<file path="config.mk">
export PLATFORM = sky130hd
export DESIGN_NAME = ppfs_top
export DESIGN_NICKNAME = d
export VERILOG_FILES = /design/src/logic/ppfs_pkg.sv /design/src/logic/ppfs_pin_cell.sv /design/src/logic/ppfs_top.sv
export VERILOG_INCLUDE_DIRS = /design/src /design/src/logic
export SDC_FILE = /design/constraint.sdc
export NUM_CORES = 1
export LEC_CHECK = 0
export BUFFER_PORTS_ARGS = -buffer_cell sky130_fd_sc_hd__buf_2
export CORE_MARGIN = 5
export CORE_UTILIZATION = 47
export CTS_BUF_LIST = sky130_fd_sc_hd__clkbuf_4
export DETAILED_ROUTE_END_ITERATION = 7
export GPL_TIMING_DRIVEN = 0
export PLACE_DENSITY = 0.79
export SKIP_LAST_GASP = 1
export SYNTH_ARGS = -nofsm -noshare
export SYNTH_HDL_FRONTEND = slang
export SYNTH_HIERARCHICAL = 1
export SYNTH_SLANG_ARGS = --single-unit
</file>
<file path="constraint.sdc">
create_clock -name aclk -period 2.4 [get_ports aclk]
set_input_delay 0.12 -clock aclk [delete_from_list [all_inputs] [get_ports aclk]]
set_output_delay 0.12 -clock aclk [all_outputs]
set_load 0.02 [all_outputs]
</file>
<file path="src/logic/ppfs_map.svh">
`ifndef PPFS_MAP_SVH
`define PPFS_MAP_SVH
// Operation
// - pin7 bits15:14 pick port/timer B/chip select 3
// - pin6 bits13:12 pick port/timer A/chip select 2
// - pin5 bits11:10 pick port/serial1 clock/DMA/interrupt
// - bit8 makes pin4 serial1 transmit output
// - bit6 feeds pin3 into serial1 receive
// - pin2 bits5:4 pick port/serial0 clock/DMA/interrupt
// - bit2 makes pin1 serial0 transmit output
// - bit0 feeds pin0 into serial0 receive
// - reserved control bits read zero, write zero
// - first-note fields reset one in expansion modes
// - second-note fields reset one in expansion modes with ROM disabled
// - high bit14 makes pin23 top-byte write strobe
// - high bit12 makes pin22 upper-middle write strobe
// - high bit10 makes pin21 chip select 5
// - high bit8 makes pin20 chip select 4
// - pin19 field bits7:6 picks port/bus grant/DMA ack1
// - port pins follow direction bits, reset input
// - control registers are 16-bit read/write words

// ==========================================================
// Register byte addresses
`define PPFS_ADDR_HIGH 32'h0000_0000
`define PPFS_ADDR_LOW1 32'h0000_0004
`define PPFS_ADDR_LOW2 32'h0000_0008
`define PPFS_ADDR_DIR_HIGH 32'h0000_000c
`define PPFS_ADDR_DIR_LOW 32'h0000_0010

// ==========================================================
// Writable masks; reserved bits stay zero
`define PPFS_MASK_HIGH 16'h55f7
`define PPFS_MASK_LOW1 16'h555f
`define PPFS_MASK_LOW2 16'hfd75
`define PPFS_MASK_DIR_HIGH 16'h00ff
`define PPFS_MASK_DIR_LOW 16'hffff

// ==========================================================
// Reset values and mode-dependent reset bits
`define PPFS_RST_ZERO 16'h0000
`define PPFS_RST_NOTE1_LOW1 16'h4000
`define PPFS_RST_NOTE2_LOW1 16'h1550
`define PPFS_RST_NOTE2_HIGH 16'h5000

// ==========================================================
// Field positions
`define PPFS_P7_MSB 15
`define PPFS_P7_LSB 14
`define PPFS_P6_MSB 13
`define PPFS_P6_LSB 12
`define PPFS_P5_MSB 11
`define PPFS_P5_LSB 10
`define PPFS_P4_BIT 8
`define PPFS_P3_BIT 6
`define PPFS_P2_MSB 5
`define PPFS_P2_LSB 4
`define PPFS_P1_BIT 2
`define PPFS_P0_BIT 0
`define PPFS_P23_BIT 14
`define PPFS_P22_BIT 12
`define PPFS_P21_BIT 10
`define PPFS_P20_BIT 8
`define PPFS_P19_MSB 7
`define PPFS_P19_LSB 6

// ==========================================================
// Function codes and bus answers
`define PPFS_SEL_PORT 2'h0
`define PPFS_SEL_A 2'h1
`define PPFS_SEL_B 2'h2
`define PPFS_SEL_C 2'h3
`define PPFS_RESP_OKAY 2'h0
`define PPFS_RESP_SLVERR 2'h2
`define PPFS_IN_IDLE 1'h1
`endif

</file>
<file path="src/logic/ppfs_pkg.sv">
package ppfs_pkg;
    // Control word as seen by software
    typedef logic [15:0] ppfs_reg_type;
    // Write channel progress
    typedef enum {PPFS_W_COLLECT, PPFS_W_RESP} ppfs_wstate_type;
endpackage

</file>
<file path="src/logic/ppfs_pin_cell.sv">
`include "ppfs_map.svh"
module ppfs_pin_cell (
    // Clock and reset
    input wire logic aclk,
    input wire logic aresetn,
    // Function side
    input wire logic func_en,
    input wire logic func_o,
    input wire logic func_oe,
    // Port side
    input wire logic port_dir,
    input wire logic port_o,
    // Pad
    output logic pad_o,
    output logic pad_oe
);
    // Peripheral owns the pad when selected, else the port direction bit
    always_ff @(posedge aclk) begin
        if (!aresetn) begin
            pad_o <= 1'b0;
            pad_oe <= 1'b0;
        end else if (func_en) begin
            pad_o <= func_o;
            pad_oe <= func_oe;
        end else begin
            pad_o <= port_o;
            pad_oe <= port_dir;
        end
    end
endmodule

</file>
<file path="src/logic/ppfs_top.sv">
`include "ppfs_map.svh"
module ppfs_top (
    // Clock and reset
    input wire logic aclk,
    input wire logic aresetn,
    // Boot mode straps
    input wire logic ext_expansion_mode,
    input wire logic rom_disabled,
    // AXI4-Lite write address
    input wire logic [31:0] s_axi_awaddr,
    input wire logic s_axi_awvalid,
    output logic s_axi_awready,
    // AXI4-Lite write data
    input wire logic [31:0] s_axi_wdata,
    input wire logic [3:0] s_axi_wstrb,
    input wire logic s_axi_wvalid,
    output logic s_axi_wready,
    // AXI4-Lite write response
    output logic [1:0] s_axi_bresp,
    output logic s_axi_bvalid,
    input wire logic s_axi_bready,
    // AXI4-Lite read address
    input wire logic [31:0] s_axi_araddr,
    input wire logic s_axi_arvalid,
    output logic s_axi_arready,
    // AXI4-Lite read data
    output logic [31:0] s_axi_rdata,
    output logic [1:0] s_axi_rresp,
    output logic s_axi_rvalid,
    input wire logic s_axi_rready,
    // Pads
    input wire logic [23:0] pad_i,
    output logic [23:0] pad_o,
    output logic [23:0] pad_oe,
    // Port data block
    input wire logic [23:0] port_out_data,
    output logic [23:0] port_in_data,
    // Peripheral outputs toward the pads
    input wire logic chip_select_2_out,
    input wire logic chip_select_3_out,
    input wire logic chip_select_4_out,
    input wire logic chip_select_5_out,
    input wire logic write_strobe_top_byte,
    input wire logic write_strobe_upper_mid_byte,
    input wire logic bus_grant_ack,
    input wire logic dma_acknowledge_1,
    input wire logic serial0_transmit,
    input wire logic serial1_transmit,
    input wire logic serial0_clock_o,
    input wire logic serial0_clock_oe,
    input wire logic serial1_clock_o,
    input wire logic serial1_clock_oe,
    // Pad inputs toward the peripherals
    output logic timer_ext_clock_a,
    output logic timer_ext_clock_b,
    output logic serial0_clock_i,
    output logic serial1_clock_i,
    output logic serial0_receive,
    output logic serial1_receive,
    output logic dma_request_0,
    output logic dma_request_1,
    output logic ext_interrupt_0,
    output logic ext_interrupt_1
);
    // ==========================================================
    // Register state
    ppfs_pkg::ppfs_reg_type high_q, low1_q, low2_q, dir_high_q, dir_low_q;
    ppfs_pkg::ppfs_wstate_type wstate_q;
    logic aw_held_q, w_held_q, awready_q, wready_q, bvalid_q, rvalid_q, arready_q;
    logic [31:0] awaddr_q, wdata_q, rdata_q;
    logic [3:0] wstrb_q;
    logic [1:0] bresp_q, rresp_q;
    logic [15:0] wmask, wnew;
    logic [1:0] f7, f6, f5, f2, f19;
    logic [23:0] fn_en, fn_o, fn_oe, dir_all;
    logic do_write;

    assign s_axi_awready = awready_q;
    assign s_axi_wready = wready_q;
    assign s_axi_bvalid = bvalid_q;
    assign s_axi_bresp = bresp_q;
    assign s_axi_arready = arready_q;
    assign s_axi_rvalid = rvalid_q;
    assign s_axi_rdata = rdata_q;
    assign s_axi_rresp = rresp_q;

    // ==========================================================
    // Write channel: address and data latched in either order
    assign do_write = aw_held_q && w_held_q && (wstate_q == ppfs_pkg::PPFS_W_COLLECT);
    always_ff @(posedge aclk) begin
        if (!aresetn) begin
            aw_held_q <= 1'b0;
            w_held_q <= 1'b0;
            awready_q <= 1'b0;
            wready_q <= 1'b0;
            awaddr_q <= 32'h0000_0000;
            wdata_q <= 32'h0000_0000;
            wstrb_q <= 4'h0;
            wstate_q <= ppfs_pkg::PPFS_W_COLLECT;
            bvalid_q <= 1'b0;
            bresp_q <= `PPFS_RESP_OKAY;
        end else begin
            // Ready is registered but masked by the handshake, so it drops on the transfer edge itself
            awready_q <= !aw_held_q && !(s_axi_awvalid && awready_q) && !do_write
                && (wstate_q == ppfs_pkg::PPFS_W_COLLECT);
            wready_q <= !w_held_q && !(s_axi_wvalid && wready_q) && !do_write
                && (wstate_q == ppfs_pkg::PPFS_W_COLLECT);
            if (s_axi_awvalid && awready_q) begin
                aw_held_q <= 1'b1;
                awaddr_q <= s_axi_awaddr;
            end
            if (s_axi_wvalid && wready_q) begin
                w_held_q <= 1'b1;
                wdata_q <= s_axi_wdata;
                wstrb_q <= s_axi_wstrb;
            end
            case (wstate_q)
                ppfs_pkg::PPFS_W_COLLECT: begin
                    if (do_write) begin
                        aw_held_q <= 1'b0;
                        w_held_q <= 1'b0;
                        bvalid_q <= 1'b1;
                        bresp_q <= (wmask == 16'h0000) ? `PPFS_RESP_SLVERR : `PPFS_RESP_OKAY;
                        wstate_q <= ppfs_pkg::PPFS_W_RESP;
                    end
                end
                ppfs_pkg::PPFS_W_RESP: begin
                    if (s_axi_bready) begin
                        bvalid_q <= 1'b0;
                        wstate_q <= ppfs_pkg::PPFS_W_COLLECT;
                    end
                end
                default: wstate_q <= ppfs_pkg::PPFS_W_COLLECT;
            endcase
        end
    end

    // Writable mask of the addressed word; zero means unmapped
    always_comb begin
        if ({awaddr_q[31:2], 2'h0} == `PPFS_ADDR_HIGH) begin
            wmask = `PPFS_MASK_HIGH;
        end else if ({awaddr_q[31:2], 2'h0} == `PPFS_ADDR_LOW1) begin
            wmask = `PPFS_MASK_LOW1;
        end else if ({awaddr_q[31:2], 2'h0} == `PPFS_ADDR_LOW2) begin
            wmask = `PPFS_MASK_LOW2;
        end else if ({awaddr_q[31:2], 2'h0} == `PPFS_ADDR_DIR_HIGH) begin
            wmask = `PPFS_MASK_DIR_HIGH;
        end else if ({awaddr_q[31:2], 2'h0} == `PPFS_ADDR_DIR_LOW) begin
            wmask = `PPFS_MASK_DIR_LOW;
        end else begin
            wmask = 16'h0000;
        end
    end

    // Byte lanes 0 and 1 only; upper lanes carry nothing
    assign wnew = {wstrb_q[1] ? wdata_q[15:8] : 8'h00, wstrb_q[0] ? wdata_q[7:0] : 8'h00};

    // Merge one register, keeping unstrobed lanes and clearing reserved bits
    function automatic ppfs_pkg::ppfs_reg_type merge(input ppfs_pkg::ppfs_reg_type old,
                                                     input logic [15:0] mask);
        logic [15:0] lanes;
        lanes = {{8{wstrb_q[1]}}, {8{wstrb_q[0]}}};
        merge = ((old & ~lanes) | (wnew & lanes)) & mask;
    endfunction

    // ==========================================================
    // Control registers; straps decide some reset values
    always_ff @(posedge aclk) begin
        if (!aresetn) begin
            low2_q <= `PPFS_RST_ZERO;
            dir_high_q <= `PPFS_RST_ZERO;
            dir_low_q <= `PPFS_RST_ZERO;
            // Sync reset, so the straps are sampled while it is held
            low1_q <= (ext_expansion_mode ? `PPFS_RST_NOTE1_LOW1 : `PPFS_RST_ZERO)
                | ((ext_expansion_mode && rom_disabled) ? `PPFS_RST_NOTE2_LOW1
                   : `PPFS_RST_ZERO);
            high_q <= (ext_expansion_mode && rom_disabled) ? `PPFS_RST_NOTE2_HIGH
                : `PPFS_RST_ZERO;
        end else if (do_write) begin
            if (wmask == `PPFS_MASK_HIGH) begin
                high_q <= merge(high_q, `PPFS_MASK_HIGH);
            end else if (wmask == `PPFS_MASK_LOW1) begin
                low1_q <= merge(low1_q, `PPFS_MASK_LOW1);
            end else if (wmask == `PPFS_MASK_LOW2) begin
                low2_q <= merge(low2_q, `PPFS_MASK_LOW2);
            end else if (wmask == `PPFS_MASK_DIR_HIGH) begin
                dir_high_q <= merge(dir_high_q, `PPFS_MASK_DIR_HIGH);
            end else if (wmask == `PPFS_MASK_DIR_LOW) begin
                dir_low_q <= merge(dir_low_q, `PPFS_MASK_DIR_LOW);
            end
        end
    end

    // ==========================================================
    // Read channel; answer one cycle after the address is taken
    always_ff @(posedge aclk) begin
        if (!aresetn) begin
            arready_q <= 1'b1;
            rvalid_q <= 1'b0;
            rdata_q <= 32'h0000_0000;
            rresp_q <= `PPFS_RESP_OKAY;
        end else if (rvalid_q) begin
            if (s_axi_rready) begin
                rvalid_q <= 1'b0;
                arready_q <= 1'b1;
            end
        end else if (s_axi_arvalid) begin
            rvalid_q <= 1'b1;
            arready_q <= 1'b0;
            rresp_q <= `PPFS_RESP_OKAY;
            // Reserved bits are never stored, so they read zero
            if ({s_axi_araddr[31:2], 2'h0} == `PPFS_ADDR_HIGH) begin
                rdata_q <= {16'h0000, high_q};
            end else if ({s_axi_araddr[31:2], 2'h0} == `PPFS_ADDR_LOW1) begin
                rdata_q <= {16'h0000, low1_q};
            end else if ({s_axi_araddr[31:2], 2'h0} == `PPFS_ADDR_LOW2) begin
                rdata_q <= {16'h0000, low2_q};
            end else if ({s_axi_araddr[31:2], 2'h0} == `PPFS_ADDR_DIR_HIGH) begin
                rdata_q <= {16'h0000, dir_high_q};
            end else if ({s_axi_araddr[31:2], 2'h0} == `PPFS_ADDR_DIR_LOW) begin
                rdata_q <= {16'h0000, dir_low_q};
            end else begin
                rdata_q <= 32'h0000_0000;
                rresp_q <= `PPFS_RESP_SLVERR;
            end
        end
    end

    // ==========================================================
    // Function decode per pin
    assign f7 = low2_q[`PPFS_P7_MSB:`PPFS_P7_LSB];
    assign f6 = low2_q[`PPFS_P6_MSB:`PPFS_P6_LSB];
    assign f5 = low2_q[`PPFS_P5_MSB:`PPFS_P5_LSB];
    assign f2 = low2_q[`PPFS_P2_MSB:`PPFS_P2_LSB];
    assign f19 = high_q[`PPFS_P19_MSB:`PPFS_P19_LSB];
    assign dir_all = {dir_high_q[7:0], dir_low_q};

    // Input functions and prohibited codes leave the pad undriven by peripherals
    always_comb begin
        fn_en = 24'h00_0000;
        fn_o = 24'h00_0000;
        fn_oe = 24'h00_0000;
        fn_en[7] = (f7 == `PPFS_SEL_A) || (f7 == `PPFS_SEL_B);
        fn_o[7] = chip_select_3_out;
        fn_oe[7] = (f7 == `PPFS_SEL_B);
        fn_en[6] = (f6 == `PPFS_SEL_A) || (f6 == `PPFS_SEL_B);
        fn_o[6] = chip_select_2_out;
        fn_oe[6] = (f6 == `PPFS_SEL_B);
        fn_en[5] = (f5 != `PPFS_SEL_PORT);
        fn_o[5] = serial1_clock_o;
        fn_oe[5] = (f5 == `PPFS_SEL_A) && serial1_clock_oe;
        fn_en[4] = low2_q[`PPFS_P4_BIT];
        fn_o[4] = serial1_transmit;
        fn_oe[4] = 1'b1;
        fn_en[3] = low2_q[`PPFS_P3_BIT];
        fn_en[2] = (f2 != `PPFS_SEL_PORT);
        fn_o[2] = serial0_clock_o;
        fn_oe[2] = (f2 == `PPFS_SEL_A) && serial0_clock_oe;
        fn_en[1] = low2_q[`PPFS_P1_BIT];
        fn_o[1] = serial0_transmit;
        fn_oe[1] = 1'b1;
        fn_en[0] = low2_q[`PPFS_P0_BIT];
        fn_en[23] = high_q[`PPFS_P23_BIT];
        fn_o[23] = write_strobe_top_byte;
        fn_oe[23] = 1'b1;
        fn_en[22] = high_q[`PPFS_P22_BIT];
        fn_o[22] = write_strobe_upper_mid_byte;
        fn_oe[22] = 1'b1;
        fn_en[21] = high_q[`PPFS_P21_BIT];
        fn_o[21] = chip_select_5_out;
        fn_oe[21] = 1'b1;
        fn_en[20] = high_q[`PPFS_P20_BIT];
        fn_o[20] = chip_select_4_out;
        fn_oe[20] = 1'b1;
        fn_en[19] = (f19 == `PPFS_SEL_A) || (f19 == `PPFS_SEL_B);
        fn_o[19] = (f19 == `PPFS_SEL_A) ? bus_grant_ack : dma_acknowledge_1;
        fn_oe[19] = 1'b1;
    end

    // One registered cell per pad
    for (genvar i = 0; i < 24; i++) begin : g_pin
        ppfs_pin_cell u_cell (
            .aclk(aclk),
            .aresetn(aresetn),
            .func_en(fn_en[i]),
            .func_o(fn_o[i]),
            .func_oe(fn_oe[i]),
            .port_dir(dir_all[i]),
            .port_o(port_out_data[i]),
            .pad_o(pad_o[i]),
            .pad_oe(pad_oe[i])
        );
    end

    // ==========================================================
    // Pad inputs toward peripherals; idle level when not routed
    always_ff @(posedge aclk) begin
        if (!aresetn) begin
            port_in_data <= 24'h00_0000;
            timer_ext_clock_a <= `PPFS_IN_IDLE;
            timer_ext_clock_b <= `PPFS_IN_IDLE;
            serial0_clock_i <= `PPFS_IN_IDLE;
            serial1_clock_i <= `PPFS_IN_IDLE;
            serial0_receive <= `PPFS_IN_IDLE;
            serial1_receive <= `PPFS_IN_IDLE;
            dma_request_0 <= `PPFS_IN_IDLE;
            dma_request_1 <= `PPFS_IN_IDLE;
            ext_interrupt_0 <= `PPFS_IN_IDLE;
            ext_interrupt_1 <= `PPFS_IN_IDLE;
        end else begin
            port_in_data <= pad_i;
            timer_ext_clock_b <= (f7 == `PPFS_SEL_A) ? pad_i[7] : `PPFS_IN_IDLE;
            timer_ext_clock_a <= (f6 == `PPFS_SEL_A) ? pad_i[6] : `PPFS_IN_IDLE;
            serial1_clock_i <= (f5 == `PPFS_SEL_A) ? pad_i[5] : `PPFS_IN_IDLE;
            dma_request_1 <= (f5 == `PPFS_SEL_B) ? pad_i[5] : `PPFS_IN_IDLE;
            ext_interrupt_1 <= (f5 == `PPFS_SEL_C) ? pad_i[5] : `PPFS_IN_IDLE;
            serial1_receive <= low2_q[`PPFS_P3_BIT] ? pad_i[3] : `PPFS_IN_IDLE;
            serial0_clock_i <= (f2 == `PPFS_SEL_A) ? pad_i[2] : `PPFS_IN_IDLE;
            dma_request_0 <= (f2 == `PPFS_SEL_B) ? pad_i[2] : `PPFS_IN_IDLE;
            ext_interrupt_0 <= (f2 == `PPFS_SEL_C) ? pad_i[2] : `PPFS_IN_IDLE;
            serial0_receive <= low2_q[`PPFS_P0_BIT] ? pad_i[0] : `PPFS_IN_IDLE;
        end
    end
endmodule

</file>
[After elaboration in Yosys (flattened, before gate mapping)]
Cells that the tools add are included.
Storage, ports and cells
  bits in registers: 275
  output and inout port bits: 123
  logic and storage cells: 251
Cells by class
  equal/unequal tests: 33
  multiplexer cells: 69
  bitwise logic cells: 19
  reduce and logical (&&, ||, !) cells: 52
Operators with widths (count)
  16-bit 2-to-1 mux: 17
  30-bit by 2-bit == test with 1-bit output (second input constant): 4
  32-bit logical NOT: 2
  32-bit 2-to-1 mux: 2
  32-bit one-hot mux with 2 select lines: 1
  30-bit by 1-bit == test with 1-bit output (second input constant): 2
  30-bit by 3-bit == test with 1-bit output (second input constant): 2
  30-bit logical NOT: 2
  16-bit bitwise AND: 3
  1-bit 2-to-1 mux: 37
  16-bit by 15-bit == test with 1-bit output (second input constant): 2
  16-bit == test (second input constant): 2
  32-bit by 1-bit == test with 1-bit output (second input constant): 1
  16-bit bitwise OR: 2
  15-bit bitwise AND: 2
  15-bit 2-to-1 mux: 2
  15-bit bitwise OR: 2
  2-bit AND reduction: 15
  16-bit by 8-bit == test with 1-bit output (second input constant): 1
  16-bit logical NOT: 1
  8-bit 2-to-1 mux: 2
  16-bit NOT: 1
  15-bit by 13-bit bitwise OR with 15-bit output: 1
  2-bit == test (second input constant): 7
  18 further kinds: 60

[Longest topological paths before layout]
  word-level depth: 11
  mapped depth: 6
  depth with buffers taken out: 5

[Cells and area by module]
The synthesis kept the hierarchy.
Modules (own cells, without submodules)
  ppfs_top: instances 1, cells each 730, area each 7003.0 µm², sequential area each 3493.4 µm²
  ppfs_pin_cell: instances 24, cells each 6, area each 72.6 µm², sequential area each 40.0 µm²

[Least setup slack after synthesis]
Ideal clock, no wire load.
  path type: register to register
  from: register awaddr_q[29]
  to: register high_q[0], enable pin
  arrival time: 2.235 ns
  slack: -0.238 ns
  stages on the path, launching flop included: 5
  buffers on the path: 0
  path through: dfxtp_1 nor4_2 nand4_4 or2_0 o41ai_1
On the way
  longest elaborated chain between the ends: 9
  elaborated cells on any way between the ends: 13
Ends and longest elaborated chain
  from (decl): RTL line ppfs_top.sv:70  | logic [31:0] awaddr_q, wdata_q, rdata_q;
  from (signal assigned): RTL line ppfs_top.sv:110  | awaddr_q <= s_axi_awaddr;
  30-bit by 3-bit == test with 1-bit output (no source line)
  16-bit 2-to-1 mux: RTL line ppfs_top.sv:148  | end else if ({awaddr_q[31:2], 2'h0} == `PPFS_ADDR_DIR_LOW) begin
  16-bit 2-to-1 mux: RTL line ppfs_top.sv:146  | end else if ({awaddr_q[31:2], 2'h0} == `PPFS_ADDR_DIR_HIGH) begin
  16-bit 2-to-1 mux: RTL line ppfs_top.sv:144  | end else if ({awaddr_q[31:2], 2'h0} == `PPFS_ADDR_LOW2) begin
  16-bit 2-to-1 mux: RTL line ppfs_top.sv:142  | end else if ({awaddr_q[31:2], 2'h0} == `PPFS_ADDR_LOW1) begin
  16-bit 2-to-1 mux (*): RTL line ppfs_top.sv:140  | if ({awaddr_q[31:2], 2'h0} == `PPFS_ADDR_HIGH) begin
  16-bit by 15-bit == test with 1-bit output (no source line) (*)
  2-bit by 1-bit inequality test with 1-bit output (no source line) (*)
  2-bit AND reduction (no source line) (*)
  to (signal assigned): RTL line ppfs_top.sv:177  | high_q <= (ext_expansion_mode && rom_disabled) ? `PPFS_RST_NOTE2_HIGH
  to (signal assigned): RTL line ppfs_top.sv:181  | high_q <= merge(high_q, `PPFS_MASK_HIGH);
  to (decl): RTL line ppfs_top.sv:67  | ppfs_pkg::ppfs_reg_type high_q, low1_q, low2_q, dir_high_q, dir_low_q;
Mark *: on every way between the ends. The rest lies on a longest branch, timed or not.
A chain may end at the register's enable or synchronous reset.

[Worst setup path after layout]
  from: input s_axi_araddr[19]
  to: register rdata_q[3], in the netlist s_axi_rdata[3]
On the way
  longest elaborated chain between the ends: 6
  elaborated cells on any way between the ends: 10
Ends and longest elaborated chain
  from (decl): RTL line ppfs_top.sv:23  | input wire logic [31:0] s_axi_araddr,
  30-bit by 3-bit == test with 1-bit output (no source line)
  16-bit 2-to-1 mux: RTL line ppfs_top.sv:220  | end else if ({s_axi_araddr[31:2], 2'h0} == `PPFS_ADDR_DIR_LOW) begin
  16-bit 2-to-1 mux: RTL line ppfs_top.sv:218  | end else if ({s_axi_araddr[31:2], 2'h0} == `PPFS_ADDR_DIR_HIGH) begin
  16-bit 2-to-1 mux: RTL line ppfs_top.sv:216  | end else if ({s_axi_araddr[31:2], 2'h0} == `PPFS_ADDR_LOW2) begin
  16-bit 2-to-1 mux: RTL line ppfs_top.sv:214  | end else if ({s_axi_araddr[31:2], 2'h0} == `PPFS_ADDR_LOW1) begin
  16-bit 2-to-1 mux (*): RTL line ppfs_top.sv:212  | if ({s_axi_araddr[31:2], 2'h0} == `PPFS_ADDR_HIGH) begin
  to (signal assigned): RTL line ppfs_top.sv:213  | rdata_q <= {16'h0000, high_q};
  to (signal assigned): RTL line ppfs_top.sv:215  | rdata_q <= {16'h0000, low1_q};
  to (signal assigned): RTL line ppfs_top.sv:217  | rdata_q <= {16'h0000, low2_q};
  to (decl): RTL line ppfs_top.sv:70
Marked as above.

==> metrics.cfg <==
[placed_design]
dp_hpwl_um=18400
dpl_cell_area_um2=10600
pre_cts_ws_ns=-0.283
port_buffers=252
routabilityCongestion=0.867

[synth]
synth-seq-area-share_pct=50.9
synthMuxAreaShare_pct=11.7
synth_top_family_by_area=simple AND/OR/NAND/NOR gates
synth_warnings=6
syn_area_per_cell_um2=10.0
async_flop_share_pct=0
syn_area_um2=8740
synth_cell_types=53
ys_seq_elements=212
synth_adder_area_share_pct=0.715
synth_cells=874
synth-compound-area-share_pct=10.3
synth_area_leaders=dfxtp_1, mux2i_1, nand2_1, edfxtp_1, nor2b_1
synth_top_cell_area_share_pct=43.7
yosys_most_used_dff=dfxtp_1
synth_edf_count=21
synthSimpleGateAreaFrac_pct=22.3
yosys.area.top_type=dfxtp_1
synth-xor-area-share_pct=0
yosysMostFrequentCell=dfxtp_1
ys_top_cells_by_count=dfxtp_1, nand2_1, mux2i_1

[hold_path]
hold_end=wdata_q[4]$_SDFFE_PN0P_
hp-class=in -> reg
hp-start=s_axi_wvalid
hold_depth=4

[sta]
hold_viol=0
hold_slack_ns=0.0281
period_needed_ns=2.30
worst_slack_ns=0.0996
worst_pin_slew_ns=0.849
rsz0062_at_grt=false
finalSetupViolCount=0
period_share_pct=95.8
finalMaxSlewViolations=0
finClkSkew_ns=0.0652
slew_headroom_pct=43.1
fmax_mhz=435

[floorplan]
row_count=49
core-area_um2=18100
die_area_um2=21400
initial_core_util_pct=48.2
die_w_um=146
pin_count=294
dieHeight_um=146

[clock_tree]
cts_tree=built
clockBufferDepth=3
cts_sinks=212
cts_root_buf=clkbuf_4
worstSkewPairLatency_ns=0.68
path_clk_slew_ns=0.06
cts-buffers-inserted=54
h-tree-depth=2

[critical_path]
r2r_slack_ns=0.13
cp.arrival_ns=2.85
max_stage_delay_ns=0.62
path_cells=dlygate4sd3_1 > buf_2 > or4_1 > dlygate4sd3_1 > nor2_4 > nand4_1 > buf_4 > o31ai_1
critPathSlowestCell=dlygate4sd3_1
reg2reg_depth=5
timing.rr.start=awaddr_q[30]$_SDFFE_PN0P_
crit_required_ns=2.95
critPathCaptureType=register
reg2reg_to=high_q[2]$_SDFFCE_PN0P_
cp-start-kind=input pin
criticalPathCategory=in -> reg
critPathBufInv=4
cp_common_cell=dlygate4sd3_1
cp_top_family=buffers and inverters
critPathMaxFanout=5

[route]
wire_per_inst_um=16.8
drtPass1Iterations=5
num_vias=8229
drc=0
initialDrtViolationCount=535
viasPerCell=4.95
drtAntennaViolNets=0
finalWirelength_um=27900

[run_status]
status=complete, no violations

[global_route]
grt_max_degree=54
grt.overflow.total=0
grt_pass1_wl_um=44200
grt_pass1_vias=8406
antenna_found_initial=1
track_usage_pct=25.4

[run]
maxCapViolCount=0

[pwr]
power_density_nw_per_um2=629
peakVddDrop_mv=0.356
p_leak_nw=5.47

[finish]
area_growth_syn_to_layout_pct=44.8
fin_area_um2=12700
nets=1565
layout-drive-gt1-share_pct=27.5

-- power by group --
part | switching (W) | internal, W | total [W]
registers | 0.0000769 | 0.00371 | 0.00379
logic | 0.000525 | 0.000478 | 0.00100
clock network | 0.00146 | 0.00172 | 0.00318
total | 0.00207 | 0.00590 | 0.00797
-- worst reg2reg max path, cell delays in order (launching register included) --
cell and delay [ns]:
dfxtp_1 0.32, nor4_2 0.38, nand4_4 0.25, or2_1 0.38
o41ai_4 0.40, buf_4 0.23
-- worst max-delay path by stage --
stage | slack, ns | cells past startpoint | end | from
floorplan | 0.19 | 4 | high_q[0]$_SDFFCE_PN0P_ | awaddr_q[29]$_SDFFE_PN0P_
global placement | -0.20 | 4 | high_q[0]$_SDFFCE_PN0P_ | awaddr_q[30]$_SDFFE_PN0P_
detailed placement | -0.28 | 4 | high_q[0]$_SDFFCE_PN0P_ | awaddr_q[30]$_SDFFE_PN0P_
CTS | 0.06 | 4 | low1_q[1]$_SDFFCE_PN0P_ | awaddr_q[30]$_SDFFE_PN0P_
global route | 0.02 | 8 | s_axi_rdata[5]$_SDFFE_PN0P_ | s_axi_araddr[19]
finish | 0.1 | 8 | s_axi_rdata[3]$_SDFFE_PN0P_ | s_axi_araddr[19]
-- what timing repair did --
action                                 in CTS  in global routing
pin swaps                                   1                  1
resized for setup                           2                  2
hold buffers                              132                  0
setup endpoints to repair                  13                 22
endpoints found under the hold margin     126                  0
setup buffers                               2                  2
-- per-stage QoR --
step / total power [W] / util [%] / instances / setup TNS, ns
2_1_floorplan: 0.00434 / - / 945 / 0
3_3_place_gp: 0.00464 / 58.2 / 1426 / -2.55
3_5_place_dp: 0.00466 / 58.2 / 1426 / -3.59
4_1_cts: 0.00798 / 69.7 / 1658 / 0
5_1_grt: 0.00835 / 69.8 / 1661 / 0
6_report: 0.00797 / 69.8 / 1661 / 0
-- cells by family after synthesis --
kind of cell,count (synthesis)
and+or+nand+nor,360
DFF,212
AOI/OAI and AO/OA,121
muxes,101
buffers and inverters,73
adders and majority gates,5
other,2
-- cell type report --
class | instances | area (um^2)
sequential | 212 | 4450
multi-input combinational | 660 | 4240
buffer | 61 | 302
clock inverter | 20 | 136
fill | 1349 | 5480
antenna | 1 | 2.50
inverter | 12 | 45.0
timing repair buffer | 388 | 2610
clock buffer | 78 | 586
tap | 229 | 287
-- cells in the final DEF, fill, tap and decap left out, types with 14 or more instances in the layout --
cell / count
mux2i_1: 91
dfxtp_1: 191
buf_2: 256
and2_1: 27
nand2_1: 185
a21boi_0: 55
buf_4: 22
o21ai_0: 19
nor2b_1: 67
clkbuf_4: 78
clkbuf_1: 38
conb_1: 73
edfxtp_1: 21
dlygate4sd3_1: 132
clkinv_1: 14
-- layer usage --
| metal | vias to the layer above | GRT usage (%) | share of wire (%) |
|---|---|---|---|
| li1 | 3981 | - | - |
| met1 | 3796 | 30.6 | 40 |
| met2 | 404 | 43.7 | 48 |
| met3 | 48 | 7.65 | 9.6 |
| met4 | 0 | 7.76 | 1.8 |
| met5 | - | 0 | 0 |
Note: power is estimated with default switching activity, not from simulation.
